===== config.mk =====
export PLATFORM = sky130hd
export DESIGN_NAME = pax_port
export DESIGN_NICKNAME = d
export VERILOG_FILES = /design/src/core/pax_pkg.sv /design/src/core/pax_port.sv /design/src/core/pax_prio_mux.sv
export SDC_FILE = /design/constraint.sdc
export NUM_CORES = 1
export LEC_CHECK = 0
export BUFFER_PORTS_ARGS = -buffer_cell sky130_fd_sc_hd__buf_2
export CAP_MARGIN = 20
export CELL_PAD_IN_SITES_DETAIL_PLACEMENT = 0
export CELL_PAD_IN_SITES_GLOBAL_PLACEMENT = 1
export CORE_ASPECT_RATIO = 1.25
export CORE_MARGIN = 8
export CORE_UTILIZATION = 34
export DETAILED_ROUTE_END_ITERATION = 7
export GPL_ROUTABILITY_DRIVEN = 0
export HOLD_SLACK_MARGIN = 0.1
export MAX_ROUTING_LAYER = met4
export PLACE_DENSITY_LB_ADDON = 0.1
export SLEW_MARGIN = 10
export SYNTH_ARGS = -nofsm -noshare
export SYNTH_HDL_FRONTEND = slang
export SYNTH_SLANG_ARGS = --single-unit

===== constraint.sdc =====
create_clock -name core_clk -period 1.61 [get_ports core_clk]
set_input_delay 0.161 -clock core_clk [delete_from_list [all_inputs] [get_ports core_clk]]
set_output_delay 0.161 -clock core_clk [all_outputs]
set_load 0.02 [all_outputs]

===== src/core/pax_pkg.sv =====
// Constants and types shared by the port A block
package pax_pkg;
  localparam int PAX_NPINS = 6;
  localparam int PAX_NSRC = 5;
  localparam int PAX_AW = 6;
  // Register byte offsets
  localparam logic [PAX_AW-1:0] PAX_OFS_PORT_DATA = 6'h00;
  localparam logic [PAX_AW-1:0] PAX_OFS_DIR_BITS = 6'h04;
  localparam logic [PAX_AW-1:0] PAX_OFS_OUT_LATCH = 6'h08;
  localparam logic [PAX_AW-1:0] PAX_OFS_ANALOG_SEL = 6'h0c;
  localparam logic [PAX_AW-1:0] PAX_OFS_THRESH_SEL = 6'h10;
  localparam logic [PAX_AW-1:0] PAX_OFS_PULLUP_EN = 6'h14;
  localparam logic [PAX_AW-1:0] PAX_OFS_OPTION = 6'h18;
  localparam logic [PAX_AW-1:0] PAX_OFS_ALT_PIN_SEL1 = 6'h1c;
  // Implemented-bit masks
  localparam logic [5:0] PAX_DIR_FORCED_ONE = 6'h08;
  localparam logic [5:0] PAX_LATCH_MASK = 6'h37;
  localparam logic [5:0] PAX_ANALOG_MASK = 6'h17;
  localparam logic [5:0] PAX_OUTPUT_CAPABLE = 6'h37;
  localparam logic [7:0] PAX_ALT1_MASK = 8'h0f;
  // Field positions
  localparam int PAX_OPT_GPU_DIS_BIT = 7;
  localparam int PAX_ALT1_PWM1_D_BIT = 3;
  localparam int PAX_ALT1_PWM1_C_BIT = 2;
  localparam int PAX_ALT1_PWM2_B_BIT = 1;
  localparam int PAX_ALT1_CCP2_BIT = 0;
  // Reset values
  localparam logic [5:0] PAX_DIR_RST = 6'h3f;
  localparam logic [5:0] PAX_LATCH_RST = 6'h00;
  localparam logic [5:0] PAX_ANALOG_RST = 6'h17;
  localparam logic [5:0] PAX_THRESH_RST = 6'h00;
  localparam logic [5:0] PAX_PULLUP_RST = 6'h00;
  localparam logic PAX_GPU_DIS_RST = 1'b1;
  localparam logic [7:0] PAX_ALT1_RST = 8'h00;
  // Bus responses
  localparam logic [1:0] PAX_RESP_OKAY = 2'h0;
  localparam logic [1:0] PAX_RESP_SLVERR = 2'h2;

  typedef enum logic [0:0] {
    PAX_CH_IDLE = 1'b0,
    PAX_CH_RESP = 1'b1
  } pax_ch_state_t;
endpackage


===== src/core/pax_port.sv =====
// Port A pin logic, pin output priorities and alternate pin select
//
// Operation
// - Six pins, each with direction and readable value; all but pin 3 bidirectional with a latch.
// - Direction one disables driver; zero drives pin from latch.
// - Pin 3 is input only; its direction bit always reads one.
// - Port data reads give pin levels; writes go to the latch.
// - Port data writes sample pins, merge the write, store in latch.
// - Direction bits still gate drivers on pins used as analog inputs.
// - Threshold select picks Schmitt or TTL level for digital reads.
// - Each pin has a weak pull-up enabled by a six-bit field.
// - Pull-up is off while its pin is an output.
// - Global pull-up disable resets to the disabling state.
// - Analog-selected pins read zero digitally and enable analog input.
// - Analog select does not stop digital output drive.
// - Lowest-numbered enabled source drives the pin, analog mode included.
// - Pins 0 to 2 use the fixed three-source priority orders.
// - Pin 4 uses its five-source order; pin 3 has no output source.
//
// Decided for this implementation: the register addresses and the AXI4-Lite interface to the registers.
`timescale 1ns/1ps
module pax_port
  import pax_pkg::*;
#(
  parameter int P5_EXTRA = 2,
  parameter bit P5_CCP_FIRST = 1'b0
) (
  input wire logic core_clk,
  input wire logic nrst,
  // AXI4-Lite slave
  input wire logic [PAX_AW-1:0] s_axi_awaddr,
  input wire logic s_axi_awvalid,
  output logic s_axi_awready,
  input wire logic [31:0] s_axi_wdata,
  input wire logic [3:0] s_axi_wstrb,
  input wire logic s_axi_wvalid,
  output logic s_axi_wready,
  output logic [1:0] s_axi_bresp,
  output logic s_axi_bvalid,
  input wire logic s_axi_bready,
  input wire logic [PAX_AW-1:0] s_axi_araddr,
  input wire logic s_axi_arvalid,
  output logic s_axi_arready,
  output logic [31:0] s_axi_rdata,
  output logic [1:0] s_axi_rresp,
  output logic s_axi_rvalid,
  input wire logic s_axi_rready,
  // Pins: level seen through each input buffer
  input wire logic [PAX_NPINS-1:0] pin_st_i,
  input wire logic [PAX_NPINS-1:0] pin_ttl_i,
  output logic [PAX_NPINS-1:0] pin_o,
  output logic [PAX_NPINS-1:0] pin_oe,
  output logic [PAX_NPINS-1:0] pin_pullup_on,
  output logic [PAX_NPINS-1:0] pin_analog_en,
  output logic [PAX_NPINS-1:0] pin_din,
  // Peripheral outputs, pin 0
  input wire logic prog_data_en,
  input wire logic prog_data_val,
  input wire logic debug_data_en,
  input wire logic debug_data_val,
  input wire logic dac_output_en,
  input wire logic dac_output_val,
  // Pin 1
  input wire logic prog_clock_en,
  input wire logic prog_clock_val,
  input wire logic debug_clock_en,
  input wire logic debug_clock_val,
  input wire logic serial_rx_data_en,
  input wire logic serial_rx_data_val,
  // Pin 2
  input wire logic sr_latch_out_en,
  input wire logic sr_latch_out_val,
  input wire logic comparator_one_out_en,
  input wire logic comparator_one_out_val,
  input wire logic capture_compare_three_en,
  input wire logic capture_compare_three_val,
  // Pin 4
  input wire logic clock_output_en,
  input wire logic clock_output_val,
  input wire logic timer_one_osc_out_en,
  input wire logic timer_one_osc_out_val,
  input wire logic reference_clock_out_en,
  input wire logic reference_clock_out_val,
  input wire logic spi_sdo_en,
  input wire logic spi_sdo_val,
  // Routed sources
  input wire logic pwm2_b_out_en,
  input wire logic pwm2_b_out_val,
  input wire logic pwm1_d_out_en,
  input wire logic pwm1_d_out_val,
  input wire logic pwm1_c_out_en,
  input wire logic pwm1_c_out_val,
  input wire logic ccp_two_primary_out_en,
  input wire logic ccp_two_primary_out_val,
  // Pin 5 other sources, index 0 highest
  input wire logic [P5_EXTRA-1:0] pin5_src_en,
  input wire logic [P5_EXTRA-1:0] pin5_src_val,
  // Overrides toward port C pins 0..3 and the CCP2 default pin
  output logic [3:0] portc_ovr_en,
  output logic [3:0] portc_ovr_val,
  output logic ccp_two_dflt_en,
  output logic ccp_two_dflt_val
);
  // Configuration registers
  logic [5:0] dir_bits_r;
  logic [5:0] out_latch_r;
  logic [5:0] analog_select_r;
  logic [5:0] input_threshold_sel_r;
  logic [5:0] pullup_enable_r;
  logic global_pullup_disable_r;
  logic [7:0] alt_pin_select_1_r;
  logic [5:0] pin_level_r;
  logic [5:0] port_data_rd;
  logic [5:0] dir_eff;

  // Route selects
  logic pwm1_d_route_sel;
  logic pwm1_c_route_sel;
  logic pwm2_b_route_sel;
  logic ccp_two_route_sel;

  // Write channel
  pax_ch_state_t wr_st_r;
  logic aw_held_r;
  logic w_held_r;
  logic [PAX_AW-1:0] awaddr_r;
  logic [31:0] wdata_r;
  logic [3:0] wstrb_r;
  logic wr_fire;
  logic wr_hit;
  pax_ch_state_t rd_st_r;

  assign pwm1_d_route_sel = alt_pin_select_1_r[PAX_ALT1_PWM1_D_BIT];
  assign pwm1_c_route_sel = alt_pin_select_1_r[PAX_ALT1_PWM1_C_BIT];
  assign pwm2_b_route_sel = alt_pin_select_1_r[PAX_ALT1_PWM2_B_BIT];
  assign ccp_two_route_sel = alt_pin_select_1_r[PAX_ALT1_CCP2_BIT];

  // Pin 3 can never drive
  assign dir_eff = dir_bits_r | PAX_DIR_FORCED_ONE;

  // Pin sampling through the chosen threshold buffer
  always_ff @(posedge core_clk) begin
    if (!nrst) begin
      pin_level_r <= 6'h00;
    end else begin
      for (int i = 0; i < PAX_NPINS; i++) begin
        pin_level_r[i] <= input_threshold_sel_r[i] ? pin_ttl_i[i] : pin_st_i[i];
      end
    end
  end

  // Analog pins read zero
  assign port_data_rd = pin_level_r & ~analog_select_r;

  // Write address and data taken independently, in either order
  assign wr_fire = aw_held_r && w_held_r && (wr_st_r == PAX_CH_IDLE);

  always_ff @(posedge core_clk) begin
    if (!nrst) begin
      aw_held_r <= 1'b0;
      awaddr_r <= '0;
    end else if (s_axi_awvalid && s_axi_awready) begin
      aw_held_r <= 1'b1;
      awaddr_r <= s_axi_awaddr;
    end else if (wr_fire) begin
      aw_held_r <= 1'b0;
    end
  end

  always_ff @(posedge core_clk) begin
    if (!nrst) begin
      w_held_r <= 1'b0;
      wdata_r <= '0;
      wstrb_r <= '0;
    end else if (s_axi_wvalid && s_axi_wready) begin
      w_held_r <= 1'b1;
      wdata_r <= s_axi_wdata;
      wstrb_r <= s_axi_wstrb;
    end else if (wr_fire) begin
      w_held_r <= 1'b0;
    end
  end

  always_ff @(posedge core_clk) begin
    if (!nrst) begin
      s_axi_awready <= 1'b0;
      s_axi_wready <= 1'b0;
    end else begin
      s_axi_awready <= !aw_held_r && !(s_axi_awvalid && s_axi_awready)
        && (wr_st_r == PAX_CH_IDLE);
      s_axi_wready <= !w_held_r && !(s_axi_wvalid && s_axi_wready)
        && (wr_st_r == PAX_CH_IDLE);
    end
  end

  always_comb begin
    unique case (awaddr_r)
      PAX_OFS_PORT_DATA,
      PAX_OFS_DIR_BITS,
      PAX_OFS_OUT_LATCH,
      PAX_OFS_ANALOG_SEL,
      PAX_OFS_THRESH_SEL,
      PAX_OFS_PULLUP_EN,
      PAX_OFS_OPTION,
      PAX_OFS_ALT_PIN_SEL1: wr_hit = 1'b1;
      default: wr_hit = 1'b0;
    endcase
  end

  always_ff @(posedge core_clk) begin
    if (!nrst) begin
      wr_st_r <= PAX_CH_IDLE;
      s_axi_bvalid <= 1'b0;
      s_axi_bresp <= PAX_RESP_OKAY;
    end else begin
      unique case (wr_st_r)
        PAX_CH_IDLE: begin
          if (wr_fire) begin
            wr_st_r <= PAX_CH_RESP;
            s_axi_bvalid <= 1'b1;
            s_axi_bresp <= wr_hit ? PAX_RESP_OKAY : PAX_RESP_SLVERR;
          end
        end
        PAX_CH_RESP: begin
          if (s_axi_bready) begin
            wr_st_r <= PAX_CH_IDLE;
            s_axi_bvalid <= 1'b0;
          end
        end
      endcase
    end
  end

  // Register updates; byte lane 0 carries every field
  always_ff @(posedge core_clk) begin
    if (!nrst) begin
      dir_bits_r <= PAX_DIR_RST;
      analog_select_r <= PAX_ANALOG_RST;
      input_threshold_sel_r <= PAX_THRESH_RST;
      pullup_enable_r <= PAX_PULLUP_RST;
    end else if (wr_fire && wstrb_r[0]) begin
      unique case (awaddr_r)
        PAX_OFS_DIR_BITS: dir_bits_r <= wdata_r[5:0] | PAX_DIR_FORCED_ONE;
        PAX_OFS_ANALOG_SEL: analog_select_r <= wdata_r[5:0] & PAX_ANALOG_MASK;
        PAX_OFS_THRESH_SEL: input_threshold_sel_r <= wdata_r[5:0];
        PAX_OFS_PULLUP_EN: pullup_enable_r <= wdata_r[5:0];
        default: ;
      endcase
    end
  end

  always_ff @(posedge core_clk) begin
    if (!nrst) begin
      global_pullup_disable_r <= PAX_GPU_DIS_RST;
      alt_pin_select_1_r <= PAX_ALT1_RST;
    end else if (wr_fire && wstrb_r[0]) begin
      if (awaddr_r == PAX_OFS_OPTION) begin
        global_pullup_disable_r <= wdata_r[PAX_OPT_GPU_DIS_BIT];
      end
      if (awaddr_r == PAX_OFS_ALT_PIN_SEL1) begin
        alt_pin_select_1_r <= wdata_r[7:0] & PAX_ALT1_MASK;
      end
    end
  end

  // Port data writes land in the latch; lane 0 absent keeps pin readback
  always_ff @(posedge core_clk) begin
    if (!nrst) begin
      out_latch_r <= PAX_LATCH_RST;
    end else if (wr_fire && awaddr_r == PAX_OFS_PORT_DATA) begin
      out_latch_r <= (wstrb_r[0] ? wdata_r[5:0] : port_data_rd) & PAX_LATCH_MASK;
    end else if (wr_fire && wstrb_r[0] && awaddr_r == PAX_OFS_OUT_LATCH) begin
      out_latch_r <= wdata_r[5:0] & PAX_LATCH_MASK;
    end
  end

  // Read channel
  always_ff @(posedge core_clk) begin
    if (!nrst) begin
      rd_st_r <= PAX_CH_IDLE;
      s_axi_arready <= 1'b0;
      s_axi_rvalid <= 1'b0;
      s_axi_rdata <= '0;
      s_axi_rresp <= PAX_RESP_OKAY;
    end else begin
      unique case (rd_st_r)
        PAX_CH_IDLE: begin
          s_axi_arready <= !(s_axi_arvalid && s_axi_arready);
          if (s_axi_arvalid && s_axi_arready) begin
            rd_st_r <= PAX_CH_RESP;
            s_axi_rvalid <= 1'b1;
            s_axi_rresp <= PAX_RESP_OKAY;
            unique case (s_axi_araddr)
              PAX_OFS_PORT_DATA: s_axi_rdata <= {26'h0, port_data_rd};
              PAX_OFS_DIR_BITS: s_axi_rdata <= {26'h0, dir_eff};
              PAX_OFS_OUT_LATCH: s_axi_rdata <= {26'h0, out_latch_r};
              PAX_OFS_ANALOG_SEL: s_axi_rdata <= {26'h0, analog_select_r};
              PAX_OFS_THRESH_SEL: s_axi_rdata <= {26'h0, input_threshold_sel_r};
              PAX_OFS_PULLUP_EN: s_axi_rdata <= {26'h0, pullup_enable_r};
              PAX_OFS_OPTION: s_axi_rdata <= {24'h0, global_pullup_disable_r, 7'h00};
              PAX_OFS_ALT_PIN_SEL1: s_axi_rdata <= {24'h0, alt_pin_select_1_r};
              default: begin
                s_axi_rdata <= 32'h0000_0000;
                s_axi_rresp <= PAX_RESP_SLVERR;
              end
            endcase
          end
        end
        PAX_CH_RESP: begin
          s_axi_arready <= 1'b0;
          if (s_axi_rready) begin
            rd_st_r <= PAX_CH_IDLE;
            s_axi_rvalid <= 1'b0;
          end
        end
      endcase
    end
  end

  // Peripheral sources per pin, index 0 is highest priority
  logic [PAX_NSRC-1:0] src_en [PAX_NPINS];
  logic [PAX_NSRC-1:0] src_val [PAX_NPINS];
  logic [P5_EXTRA:0] p5_en;
  logic [P5_EXTRA:0] p5_val;
  logic p5_hit;
  logic p5_v;
  logic ccp_on_a5;

  assign ccp_on_a5 = ccp_two_primary_out_en && ccp_two_route_sel;

  always_comb begin
    if (P5_CCP_FIRST) begin
      p5_en = {pin5_src_en, ccp_on_a5};
      p5_val = {pin5_src_val, ccp_two_primary_out_val};
    end else begin
      p5_en = {ccp_on_a5, pin5_src_en};
      p5_val = {ccp_two_primary_out_val, pin5_src_val};
    end
  end

  pax_prio_mux #(.N(P5_EXTRA + 1)) u_p5_mux (
    .src_en(p5_en),
    .src_val(p5_val),
    .hit(p5_hit),
    .val(p5_v)
  );

  always_comb begin
    src_en[0] = {2'b00, dac_output_en, debug_data_en, prog_data_en};
    src_val[0] = {2'b00, dac_output_val, debug_data_val, prog_data_val};
    src_en[1] = {2'b00, serial_rx_data_en, debug_clock_en, prog_clock_en};
    src_val[1] = {2'b00, serial_rx_data_val, debug_clock_val, prog_clock_val};
    src_en[2] = {2'b00, capture_compare_three_en, comparator_one_out_en,
      sr_latch_out_en};
    src_val[2] = {2'b00, capture_compare_three_val, comparator_one_out_val,
      sr_latch_out_val};
    src_en[3] = 5'h00;
    src_val[3] = 5'h00;
    src_en[4] = {pwm2_b_out_en && pwm2_b_route_sel, spi_sdo_en, reference_clock_out_en,
      timer_one_osc_out_en, clock_output_en};
    src_val[4] = {pwm2_b_out_val, spi_sdo_val, reference_clock_out_val,
      timer_one_osc_out_val, clock_output_val};
    src_en[5] = {4'h0, p5_hit};
    src_val[5] = {4'h0, p5_v};
  end

  // Per-pin drive, pull-up and input registers
  genvar g;
  generate
    for (g = 0; g < PAX_NPINS; g++) begin : g_pin
      logic hit;
      logic val;
      pax_prio_mux #(.N(PAX_NSRC)) u_mux (
        .src_en(src_en[g]),
        .src_val(src_val[g]),
        .hit(hit),
        .val(val)
      );
      always_ff @(posedge core_clk) begin
        if (!nrst) begin
          pin_o[g] <= 1'b0;
          pin_oe[g] <= 1'b0;
          pin_pullup_on[g] <= 1'b0;
          pin_analog_en[g] <= PAX_ANALOG_RST[g];
          pin_din[g] <= 1'b0;
        end else begin
          // Peripheral wins over latch; analog mode does not block it
          pin_o[g] <= hit ? val : out_latch_r[g];
          pin_oe[g] <= !dir_eff[g] && PAX_OUTPUT_CAPABLE[g];
          pin_pullup_on[g] <= pullup_enable_r[g] && dir_eff[g]
            && !global_pullup_disable_r;
          pin_analog_en[g] <= analog_select_r[g];
          pin_din[g] <= port_data_rd[g];
        end
      end
    end
  endgenerate

  // Port C and CCP2 default pin overrides
  always_ff @(posedge core_clk) begin
    if (!nrst) begin
      portc_ovr_en <= 4'h0;
      portc_ovr_val <= 4'h0;
      ccp_two_dflt_en <= 1'b0;
      ccp_two_dflt_val <= 1'b0;
    end else begin
      portc_ovr_en[0] <= pwm1_d_out_en && pwm1_d_route_sel;
      portc_ovr_val[0] <= pwm1_d_out_val;
      portc_ovr_en[1] <= pwm1_c_out_en && pwm1_c_route_sel;
      portc_ovr_val[1] <= pwm1_c_out_val;
      portc_ovr_en[2] <= (pwm1_d_out_en && !pwm1_d_route_sel)
        || (pwm2_b_out_en && !pwm2_b_route_sel);
      portc_ovr_val[2] <= (pwm1_d_out_en && !pwm1_d_route_sel) ? pwm1_d_out_val
        : pwm2_b_out_val;
      portc_ovr_en[3] <= pwm1_c_out_en && !pwm1_c_route_sel;
      portc_ovr_val[3] <= pwm1_c_out_val;
      ccp_two_dflt_en <= ccp_two_primary_out_en && !ccp_two_route_sel;
      ccp_two_dflt_val <= ccp_two_primary_out_val;
    end
  end
endmodule


===== src/core/pax_prio_mux.sv =====
// Fixed-priority selector: lowest enabled index drives the pin
`timescale 1ns/1ps
module pax_prio_mux #(
  parameter int N = 5
) (
  input wire logic [N-1:0] src_en,
  input wire logic [N-1:0] src_val,
  output logic hit,
  output logic val
);
  always_comb begin
    hit = 1'b0;
    val = 1'b0;
    for (int k = N - 1; k >= 0; k--) begin
      if (src_en[k]) begin
        hit = 1'b1;
        val = src_val[k];
      end
    end
  end
endmodule


==> metrics.yaml <==
global_routing:
  grt_pass1_wl_um: 19500
  grt_max_degree: 57
  antenna_found_initial: 0
  grt_usage_pct: 15.5
  grt_pass1_vias: 3867
  overflow: 0
route:
  detail_route.iter0.violations: 173
  ant_nets: 0
  firstDrtPassIters: 4
  route.detailed.drc: 0
  num_vias: 3873
  viasPerCell: 4.61
  detail_route.wl_per_cell_um: 15.1
  routed_wl_um: 12700
clock_network:
  clk_latency_ns: 0.34
  cts_tree: "yes"
  cts_buffers: 9
  h-tree-depth: 3
  clock-root-buffer: "clkbuf_16"
  clkSinkCount: 105
  clk_pin_slew_ns: 0.07
  cts.path.max_buffers: 2
worst_hold_path:
  holdPathEnd: "pin_o[0]$_SDFF_PN0_"
  hold_start: "prog_data_en"
  min_path_type: "in -> reg"
  hold_depth: 3
floorplan:
  rows: 46
  io_pins: 186
  die_y_um: 142
  core_um2: 12500
  die_area_um2: 16600
  start_util_pct: 34.4
  die-width_um: 117
timing:
  post-route-min-period_ns: 1.52
  drv_slew: 0
  fmax_ghz: 0.660
  fin_crit_sh_pct: 94.1
  setup_viol: 0
  worst_hold_slack_ns: 0.0701
  worst_slack_ns: 0.0943
  hold_violations: 0
  worst_clock_skew_ns: 0.00701
  setup_tns_ns: 0
critical_path:
  ff2ff_path_depth: 6
  cp_max_fo: 4
  critPathLaunchType: "flop"
  r2r_end: "input_threshold_sel_r[3]$_SDFFE_PN0P_"
  ff2ff_setup_slack_ns: 0.09
  r2r_start: "aw_held_r$_SDFFE_PN0P_"
  setup.worst_path.end_class: "flop"
  crit_required_ns: 1.88
  critPathKind: "reg -> reg"
  arrival_ns: 1.79
yosys:
  yosysTopAreaCell: "dfxtp_1"
  yosys-top-cells-area: "dfxtp_1 49%, mux2i_1 7.4%, nand2_1 5.8%, buf_4 5.6%, a21oi_1 4.8%"
  avgSynthCellArea_um2: 8.94
  synth_xor_area_share_pct: 0
  ys_seq_elements: 105
  synth_top_family_by_area: "simple AND/OR/NAND/NOR gates"
  synthMuxAreaShare_pct: 7.94
  synth_seq_area_share_pct: 48.7
  synth_commonest_cells: "105 x dfxtp_1, 67 x nand2_1, 41 x a21oi_1"
  synth_fa_ha_area_share_pct: 0
  yosysWarnings: 0
  synth_edf_count: 0
  synth_compound_area_share_pct: 12.6
  synthFlopType: "dfxtp_1"
  synth_cell_types: 52
  syn_inst: 483
  synth_simple_gate_area_share_pct: 22.0
  yosysMostFrequentCell: "dfxtp_1"
  async_reset_ff_share_pct: 0
  mappedNetlistArea_um2: 4320
  synth_top_area_share_pct: 48.7
place:
  numPortBuffers: 126
  place_ws_ns: 0.0412
  hpwlAfterDp_um: 9400
layout:
  area_growth_pct: 37.5
  utilization_pct: 47.3
  drive_gt1_share_pct: 28.4
  layout.nets: 774
  diodes: 0
job:
  maxCapViolCount: 0
pwr:
  power.leakage_nw: 2.58
  ir_drop_v: 0.000433
  power_density_nw_per_um2: 918
run_status:
  status: "complete, no violations"
flip-flops by register name, summed over array words and instances (netlist names), 3 cells and up, named ones only:
name	cells
s_axi_rdata	7
wdata_r	7
awaddr_r	6
input_threshold_sel_r	6
pin_din	6
pin_level_r	6
pin_pullup_on	6
pullup_enable_r	6
dir_bits_r	5
out_latch_r	5
pin_o	5
pin_oe	5
alt_pin_select_1_r	4
analog_select_r	4
pin_analog_en	4
portc_ovr_en	4
portc_ovr_val	3
where the power goes:
group | internal, W | total, W | switching [W]
clock | 0.00113 | 0.00209 | 0.000964
combinational | 0.000288 | 0.000637 | 0.000349
sequential | 0.00267 | 0.00272 | 0.0000534
cell type report:
class,instances,area (um^2)
multi-input cells,343,1960
well taps,168,210
inverters,11,41.3
clock buffers,11,253
fillers,1251,6610
repair buffers,199,1340
flip-flops and latches,105,2100
clock inverters,4,28.8
layout by cell type, fill, tap and decap left out, types with 3 or more instances in the layout:
| cell type | count |
|---|---|
| mux2i_1 | 32 |
| buf_12 | 4 |
| nand2_1 | 67 |
| clkbuf_16 | 9 |
| and2_1 | 12 |
| o21ai_0 | 23 |
| nand3_1 | 20 |
| dfxtp_1 | 104 |
| a221oi_1 | 3 |
| nor2_2 | 3 |
| conb_1 | 31 |
| buf_4 | 24 |
| nand2b_1 | 10 |
| and3_1 | 7 |
| nor2_1 | 36 |
| nor2b_1 | 5 |
| buf_2 | 126 |
| nor3_1 | 11 |
| dlygate4sd3_1 | 45 |
| a21oi_1 | 41 |
| inv_1 | 10 |
| o221a_2 | 5 |
through the flow:
stage,cell area [um^2],total power (W),instances
final,5940,0.00545,841
after global routing,5940,0.00568,841
after CTS,5900,0.00551,839
after detailed placement,5160,0.00333,778
after global placement,5160,0.00332,778
after floorplan,4430,0.00316,513
how the worst max path moves through the flow:
stage                             startpoint                               endpoint  slack (ns)  depth (start not counted)
floorplan           s_axi_arready$_SDFF_PP0_            s_axi_rdata[1]$_SDFFE_PN0P_        0.14                          6
global placement    awaddr_r[5]$_SDFFE_PN0P_  input_threshold_sel_r[5]$_SDFFE_PN0P_        0.08                          5
detailed placement  awaddr_r[5]$_SDFFE_PN0P_  input_threshold_sel_r[3]$_SDFFE_PN0P_        0.04                          5
CTS                 awaddr_r[5]$_SDFFE_PN0P_  input_threshold_sel_r[4]$_SDFFE_PN0P_        0.01                          5
global route          aw_held_r$_SDFFE_PN0P_  input_threshold_sel_r[3]$_SDFFE_PN0P_      -0.004                          6
finish                aw_held_r$_SDFFE_PN0P_  input_threshold_sel_r[3]$_SDFFE_PN0P_        0.09                          6
worst max-delay path, cell delays in order (launching register included):
cell      delay, ns
dfxtp_1        0.37
and3b_2        0.25
and2_1         0.19
nand3b_2       0.14
nor2_4         0.20
buf_12         0.14
mux2i_1        0.17
metal layers:
metal / vias up / wire length (um) / GRT usage (%)
li1: 1965 / - / -
met1: 1769 / 5330 / 17.6
met2: 121 / 6340 / 26.3
met3: 18 / 710 / 3.06
met4: 0 / 277 / 5.68
met5: - / 0 / -
cells by family after synthesis:
family,after synthesis
compound gates,89
buf+inv,65
flops,105
mux,34
other cells,1
simple gates,189
what timing repair did:
action / 4_1_cts / 5_1_grt
resized for setup: 0 / 2
buffers inserted: 0 / 3
setup endpoints to repair: 0 / 8
endpoints found under the hold margin: 37 / 0
hold buffers: 46 / 0
Power figures use the tool's default switching activity.
